$ cat config.mk
export PLATFORM = sky130hd
export DESIGN_NAME = mpfs_pin_select
export DESIGN_NICKNAME = d
export VERILOG_FILES = /design/src/verilog/mpfs_pkg.sv /design/src/verilog/mpfs_pin_select.sv
export SDC_FILE = /design/constraint.sdc
export NUM_CORES = 1
export LEC_CHECK = 0
export ABC_AREA = 1
export BUFFER_PORTS_ARGS = -buffer_cell sky130_fd_sc_hd__buf_2
export CAP_MARGIN = 20
export CORE_ASPECT_RATIO = 1.4
export CORE_MARGIN = 3
export CORE_UTILIZATION = 45
export DETAILED_ROUTE_END_ITERATION = 6
export GPL_TIMING_DRIVEN = 0
export PLACE_DENSITY = 0.72
export SETUP_SLACK_MARGIN = 0.2
export SKIP_LAST_GASP = 1
export SLEW_MARGIN = 10
export SYNTH_ARGS = -nofsm -noshare
export SYNTH_HDL_FRONTEND = slang
export SYNTH_SLANG_ARGS = --single-unit
export TNS_END_PERCENT = 5
$ cat constraint.sdc
create_clock -name i_clk -period 1.98 [get_ports i_clk]
set_input_delay 0.099 -clock i_clk [delete_from_list [all_inputs] [get_ports i_clk]]
set_output_delay 0.099 -clock i_clk [all_outputs]
set_load 0.005 [all_outputs]
$ cat src/verilog/mpfs_pkg.sv
// package: register map, field layout and carriers of the pin select bank
package mpfs_pkg;

  // register indices; byte address is four times the index
  localparam logic [7:0] IDX_ONE   = 8'h10;
  localparam logic [7:0] IDX_TWO   = 8'h11;
  localparam logic [7:0] IDX_THREE = 8'h12;
  localparam logic [7:0] IDX_FOUR  = 8'h13;
  localparam logic [7:0] IDX_QUICK = 8'h14;
  localparam logic [7:0] IDX_CTRL  = 8'h15;

  // reset values
  localparam logic [7:0] RST_ONE   = 8'h7F;
  localparam logic [7:0] RST_TWO   = 8'hCE;
  localparam logic [7:0] RST_THREE = 8'h42;
  localparam logic [7:0] RST_FOUR  = 8'hFC;
  localparam logic [7:0] RST_QUICK = 8'h01;

  // writable bits; reserved bits stay zero
  localparam logic [7:0] WMASK_THREE = 8'hFE;
  localparam logic [7:0] WMASK_FOUR  = 8'hFC;
  localparam logic [7:0] WMASK_QUICK = 8'h1F;

  // field positions, register one
  localparam int P1_PIN7 = 0, P1_PIN4 = 1, P1_PIN3 = 2, P1_PIN2 = 3;
  localparam int P1_PIN1 = 4, P1_DIODE3 = 5, P1_DIODE1 = 6, P1_VID = 7;
  // register two
  localparam int P2_PIN23 = 0, P2_PIN22 = 2, P2_PIN21 = 3, P2_PIN19 = 4;
  localparam int P2_PIN15 = 5, P2_PIN13 = 6, P2_PIN8 = 7;
  // register three
  localparam int P3_PIN27 = 1, P3_PIN26 = 2, P3_PIN25 = 4, P3_PIN24 = 6;
  // register four
  localparam int P4_PIN32 = 2, P4_PIN31 = 3, P4_PIN29 = 4, P4_PIN28 = 6;
  // control register
  localparam int PC_LOCK = 0, PC_SRST = 1;

  localparam logic [1:0] SEL_V15 = 2'h1;

  typedef struct packed {
    logic        hsel;
    logic [31:0] haddr;
    logic [1:0]  htrans;
    logic        hwrite;
    logic [2:0]  hsize;
    logic [31:0] hwdata;
  } mpfs_ahb_req_t;

  typedef struct packed {
    logic       voltage_id_inputs;
    logic       fan_speed_input_5;
    logic [3:0] pin4_1_fan_speed;
    logic       remote_diode_3_pair;
    logic       remote_diode_1_pair;
    logic [1:0] pin23_range;
    logic       fan_speed_input_8;
    logic       fan_speed_input_7;
    logic       fan_speed_input_6;
    logic       pin19_low_range;
    logic       pin15_low_range;
    logic       fan_drive_output_4;
    logic       pin27_intrusion;
    logic [1:0] pin26_sel;
    logic [1:0] pin25_sel;
    logic [1:0] pin24_range;
    logic       fan_drive_output_2;
    logic       fan_drive_output_1;
    logic [1:0] pin29_sel;
    logic [1:0] pin28_sel;
    logic       v15_monitor_pair;
    logic [4:0] quick_option;
  } mpfs_pins_t;

  typedef struct packed {
    logic [7:0]  sel_one;
    logic [7:0]  sel_two;
    logic [7:0]  sel_three;
    logic [7:0]  sel_four;
    logic [7:0]  quick;
    logic        lock;
    logic        dp_wr;
    logic [7:0]  dp_idx;
    logic        ready;
    logic        resp;
    logic [31:0] hrdata;
    mpfs_pins_t  pins;
  } mpfs_state_t;

endpackage : mpfs_pkg

$ cat src/verilog/mpfs_pin_select.sv
// monitor pin function select bank with AHB-Lite register slave
`timescale 1ns/10ps
`default_nettype none
module mpfs_pin_select
  import mpfs_pkg::*;
(
  input  wire logic          i_clk,
  input  wire logic          i_sys_rst,
  input  wire mpfs_ahb_req_t i_ahb,
  output logic [31:0]        o_hrdata,
  output logic               o_hreadyout,
  output logic               o_hresp,
  output mpfs_pins_t         o_pins
);

  function automatic mpfs_pins_t decode(input mpfs_state_t st);
    mpfs_pins_t p;
    logic       vid;
    vid = st.sel_one[P1_VID];
    p.voltage_id_inputs   = vid;
    p.fan_speed_input_5   = st.sel_one[P1_PIN7];
    p.pin4_1_fan_speed    = {st.sel_one[P1_PIN4], st.sel_one[P1_PIN3],
                             st.sel_one[P1_PIN2], st.sel_one[P1_PIN1]}
                            & {4{~vid}};
    p.remote_diode_3_pair = st.sel_one[P1_DIODE3];
    p.remote_diode_1_pair = st.sel_one[P1_DIODE1];
    p.pin23_range         = st.sel_two[P2_PIN23 +: 2];
    p.fan_speed_input_8   = st.sel_two[P2_PIN22];
    p.fan_speed_input_7   = st.sel_two[P2_PIN21];
    p.fan_speed_input_6   = st.sel_two[P2_PIN8];
    p.pin19_low_range     = st.sel_two[P2_PIN19]
                            & ~st.sel_one[P1_DIODE3];
    p.pin15_low_range     = st.sel_two[P2_PIN15]
                            & ~st.sel_one[P1_DIODE1];
    p.fan_drive_output_4  = st.sel_two[P2_PIN13];
    p.pin27_intrusion     = st.sel_three[P3_PIN27];
    p.pin26_sel           = st.sel_three[P3_PIN26 +: 2];
    p.pin25_sel           = st.sel_three[P3_PIN25 +: 2];
    p.pin24_range         = st.sel_three[P3_PIN24 +: 2];
    p.fan_drive_output_2  = st.sel_four[P4_PIN32] & ~vid;
    p.fan_drive_output_1  = st.sel_four[P4_PIN31] & ~vid;
    p.pin29_sel           = st.sel_four[P4_PIN29 +: 2];
    p.pin28_sel           = st.sel_four[P4_PIN28 +: 2];
    // 1.5 V only measured when both pins ask for it
    p.v15_monitor_pair    = (p.pin29_sel == SEL_V15)
                            && (p.pin28_sel == SEL_V15) && !vid;
    p.quick_option        = st.quick[4:0];
    return p;
  endfunction : decode

  function automatic mpfs_state_t rst_state();
    mpfs_state_t st;
    st           = '0;
    st.sel_one   = RST_ONE;
    st.sel_two   = RST_TWO;
    st.sel_three = RST_THREE;
    st.sel_four  = RST_FOUR;
    st.quick     = RST_QUICK;
    st.ready     = 1'b1;
    st.pins      = decode(st);
    return st;
  endfunction : rst_state

  function automatic logic [7:0] rd_byte(input mpfs_state_t st,
                                         input logic [7:0]  idx);
    logic [7:0] d;
    d = 8'h00;
    if (idx == IDX_ONE) begin
      d = st.sel_one;
    end else if (idx == IDX_TWO) begin
      d = st.sel_two;
    end else if (idx == IDX_THREE) begin
      d = st.sel_three;
    end else if (idx == IDX_FOUR) begin
      d = st.sel_four;
    end else if (idx == IDX_QUICK) begin
      d = st.quick;
    end else if (idx == IDX_CTRL) begin
      d = {7'h00, st.lock};
    end
    return d;
  endfunction : rd_byte

  localparam mpfs_state_t ST_RST = rst_state();

  mpfs_state_t s_r;
  mpfs_state_t s_nxt;
  logic        take;
  logic        mapped;
  logic [7:0]  wd;
  logic [7:0]  aidx;

  always_comb begin
    s_nxt  = s_r;
    wd     = i_ahb.hwdata[7:0];
    aidx   = i_ahb.haddr[9:2];
    mapped = (i_ahb.haddr[31:10] == 22'h0);
    take   = i_ahb.hsel && i_ahb.htrans[1] && s_r.ready;
    // data phase of a write
    if (s_r.dp_wr) begin
      if (s_r.dp_idx == IDX_CTRL) begin
        if (wd[PC_SRST]) begin
          s_nxt.sel_one   = RST_ONE;
          s_nxt.sel_two   = RST_TWO;
          s_nxt.sel_three = RST_THREE;
          s_nxt.sel_four  = RST_FOUR;
          s_nxt.quick     = RST_QUICK;
        end
        if (wd[PC_LOCK]) begin
          s_nxt.lock = 1'b1;
        end
      end else if (!s_r.lock) begin
        if (s_r.dp_idx == IDX_ONE) begin
          s_nxt.sel_one = wd;
        end else if (s_r.dp_idx == IDX_TWO) begin
          s_nxt.sel_two = wd;
        end else if (s_r.dp_idx == IDX_THREE) begin
          s_nxt.sel_three = wd & WMASK_THREE;
        end else if (s_r.dp_idx == IDX_FOUR) begin
          s_nxt.sel_four = wd & WMASK_FOUR;
        end else if (s_r.dp_idx == IDX_QUICK) begin
          s_nxt.quick = wd & WMASK_QUICK;
        end
      end
    end
    // address phase
    s_nxt.dp_wr  = take && i_ahb.hwrite && mapped;
    s_nxt.dp_idx = aidx;
    if (take && !i_ahb.hwrite) begin
      // read sees a write finishing in this same cycle
      s_nxt.hrdata = {24'h0, mapped ? rd_byte(s_nxt, aidx) : 8'h00};
    end
    s_nxt.ready = 1'b1;
    s_nxt.resp  = 1'b0;
    s_nxt.pins  = decode(s_nxt);
  end

  always_ff @(posedge i_clk or posedge i_sys_rst) begin
    if (i_sys_rst) begin
      s_r <= ST_RST;
    end else begin
      s_r <= s_nxt;
    end
  end

  assign o_hrdata    = s_r.hrdata;
  assign o_hreadyout = s_r.ready;
  assign o_hresp     = s_r.resp;
  assign o_pins      = s_r.pins;

  logic wr_ctrl;
  assign wr_ctrl = s_r.dp_wr && (s_r.dp_idx == IDX_CTRL);
endmodule : mpfs_pin_select
`default_nettype wire

==> summary.md <==
| Metric | Value |
|---|---|
| CP top delay family | simple AND/OR/NAND/NOR gates |
| Final core area utilization | 0.6401 |
| Yosys synthesis warning count | 0 |
| # IOs | 142 |
| Worst slew pin tran | 1.216 ns |
| Grt total ovfl | 0 |
| H-tree depth | 3 |
| Drt wl/cell | 15.15 um |
| Critical Path Sink | o_hrdata[7] |
| Pwr per Cell Area | 583.5 nW/um^2 |
| Crit-path most repeated cell | nand2_1 |
| Vias post-DR | 4254 |
| CP max stage cell | nor4_2 |
| Worst hold path class | in -> reg |
| Vias per cell | 4.958 |
| Post-layout instance area | 5878 sq um |
| Final wirelength | 13.00 mm |
| Die W | 88.93 um |
| GP Congestion | 0.9230 |
| ANT cells | 0 |
| Overall Global Routing Usage | 0.2494 |
| Reg-to-reg endpoint | o_hrdata[7] |
| Clk root buf | clkbuf_16 |
| Worst path bufs/invs | 2 |
| Synthesized instance count | 593 |
| Status | finished clean |
| Slew Viols, Final | 0 |
| Endpoints failing hold | 0 |
| Clk buf depth | 2 |
| Sink Count | 67 |
| Final setup viols | 0 |
| Crit-path max FO | 9 |
| Row cnt | 41 |
| DRC viols | 0 |
| Fmax | just over 500 MHz |
| Unique masters post-synth | 40 |
| Initial antenna violation count | 0 |
| Layout fillers | 790 |
| Initial Util | 0.4719 |
| Largest net degree at the start of global routing | 42 |
| Critical Path Start Type | primary input |
| Number of global-route vias before repair | roughly 4200 |
| DP HPWL | ~9.4 mm |
| Mapped cell area | 4333 sq um |
| Multi-input gate area | 1989 sq um |
| Worst reg-to-reg path cell count | 11 |
| Initial DRC count | 304 |
| Max incr delay on CP | 0.96 ns |
| Die Y | 122.1 um |
| Crit-path cells | buf_2 > nor2_1 > nand3b_1 > nor4_2 > inv_1 > nand3_1 > nand2_1 > nand2_1 > nand2_1 > nand2_1 |
| Nets | slightly above 800 |
| ANT nets after route | 0 |
| Placed Area | 5005 sq um |
| Top cell type's share of synthesized area | 0.2310 |
| IO Port Bufs | 85 |
| Synth Area per Inst | 7.307 sq um |
| Layout area overhead | 35.66% |
| Worst Path Required | 2.26 ns |
| Seq/Total Area, Yosys | 0.3947 |
| Die area | 10860 sq um |
| RR Startpoint | s_r[70] |
| Initial DRT Pass Iterations | 6 |
| Layout Skew | 0.007766 ns |
| Crit path depth | 10 |
| Total core area | 9183 sq um |
| Worst skew pair latency | 0.34 ns |
| Clk pin slew, worst setup/hold paths | 0.05 ns |
| Final critical-path required period | 1.967 ns |
| Final Worst Setup Slack | 0.01305 ns |
| Layout cells sized above 1 | 0.3968 |
| Critical Path Start | i_ahb[45] |
| Placement Setup Slack | -0.1076 ns |
| Leakage | 3.279 nW |
| Critical path type | in -> reg |
| Max cap viols | 0 |
| Yosys reg bits | 67 |
| Dominant cell type by area after synthesis | dfrtp_1 |
| R2R Setup Slk | 0.08 ns |
| Peak supply drop | 0.0004136 V |
| Final Cycle Share | 0.9934 |
| TritonCTS buffer count | 9 |
| Max_slew headroom | 0.1825 |
| First-pass GRT wire length | 20.48 mm |
| CP arrival | 2.24 ns |
| RSZ-0062 raised after global routing | true |
| CP Capture Type | register |
| Top cells by area, synth | dfrtp_1 23%, dfstp_2 16%, nand2_1 14% |
| CTS tree | yes |
| Storage cell area | roughly 1700 sq um |
placed cells by master (no fill, tap or decap), types with 4 or more instances in the layout:
master / netlist / final
nand2_1: 161 / 149
nand3_1: 49 / 43
nand3_2: 1 / 6
nor2_1: 57 / 49
nor2_2: 3 / 4
buf_6: 1 / 5
or2_2: 4 / 4
nand2_8: 1 / 4
conb_1: 2 / 26
o211ai_2: 5 / 4
o21ai_1: 11 / 13
nor2_4: 3 / 10
dfrtp_1: 40 / 37
clkbuf_16: 0 / 9
buf_2: 6 / 87
o21ai_0: 9 / 5
nand2_2: 3 / 13
inv_2: 6 / 6
dfstp_2: 27 / 27
buf_4: 69 / 87
nand4_1: 11 / 11
and3_1: 4 / 4
inv_1: 87 / 84
dlygate4sd3_1: 0 / 10
worst min-delay path by stage:
stage | cells after the start | end | from | slack, ns
6_report | 3 | s_r[77] | i_ahb[37] | 0.01
5_1_grt | 3 | s_r[77] | i_ahb[70] | 0.04
4_1_cts | 3 | s_r[77] | i_ahb[37] | 0.006
3_5_place_dp | 2 | s_r[87] | i_sys_rst | 0.11
3_3_place_gp | 1 | s_r[75] | i_ahb[46] | 0.22
2_1_floorplan | 0 | s_r[69] | i_ahb[40] | 0.13
metal layers:
| layer | global-route usage | wire (um) | up-vias |
|---|---|---|---|
| li1 | - | - | 2041 |
| met1 | 0.2826 | 4950 | 1998 |
| met2 | 0.4447 | 6809 | 176 |
| met3 | 0.03924 | 723 | 39 |
| met4 | 0.1210 | 515 | 0 |
| met5 | 0 | 0 | - |
worst reg2reg max path, stage by stage, from the launching register on:
cell and delay, ns:
dfrtp_2 0.46, nor2_4 0.17, nand2_4 0.09, inv_2 0.10
nand2_8 0.07, nor2_4 0.16, nand2_8 0.10, buf_6 0.14
o211ai_4 0.25, a21oi_2 0.10, nand2_1 0.10, nand2_1 0.05
sequential cells by signal, indices dropped and copies added, names as in the netlist:
| register | count |
|---|---|
| o_pins | 23 |
| s_r | 36 |
| o_hrdata | 8 |
power by group:
group | internal [mW] | switching, mW
clock network | 1.17 | 0.601
registers | 1.39 | 0.0118
logic | 0.116 | 0.143
synth_stat cells, drive strengths merged:
cell,n
nand2,168
inv,94
buf,76
nor2,64
nand3,50
dfrtp,40
dfstp,27
o21ai,20
nand4,12
or2,7
o211ai,5
and3,4
a21oi,3
and2,3
nand3b,3
nor3,3
nor4,3
a21boi,2
a31oi,2
clkinv,2
conb,2
a22oi,1
o21a,1
o21bai,1
kinds of logic after synthesis:
kind of cell / synth area share
other: 0.001733
and+or+nand+nor: 0.3347
AOI/OAI and AO/OA: 0.05602
DFF: 0.3947
buffers and inverters: 0.2128
stage by stage:
stage | instances | power [mW] | hold slack [ns] | setup TNS, ns
2_1_floorplan | 617 | 1.544 | 0.1304 | 0
3_3_place_gp | 809 | 1.623 | 0.2182 | -23.90
3_5_place_dp | 810 | 1.634 | 0.1101 | -0.3464
4_1_cts | 857 | 3.439 | 0.006332 | 0
5_1_grt | 858 | 3.535 | 0.03562 | -0.2010
6_report | 858 | 3.430 | 0.01078 | 0
final cells by class:
type,instances,share of cell area
Multi-Input combinational cell,378,0.3384
Sequential cell,67,0.2916
Timing Repair Buffer,118,0.1273
Buffer,76,0.09983
Inverter,96,0.06386
Clock buffer,12,0.04364
Tap cell,107,0.02278
Clock inverter,4,0.01256
what timing repair did:
action                                  CTS  global route
hold buffers                             10             0
hold endpoints to repair                 25             0
endpoints found under the setup margin   12            20
resized for setup                        59            13
gates cloned                              1             0
pin swaps                                23             8
buffers inserted                         20             1
(Power assumes the default switching activity.)
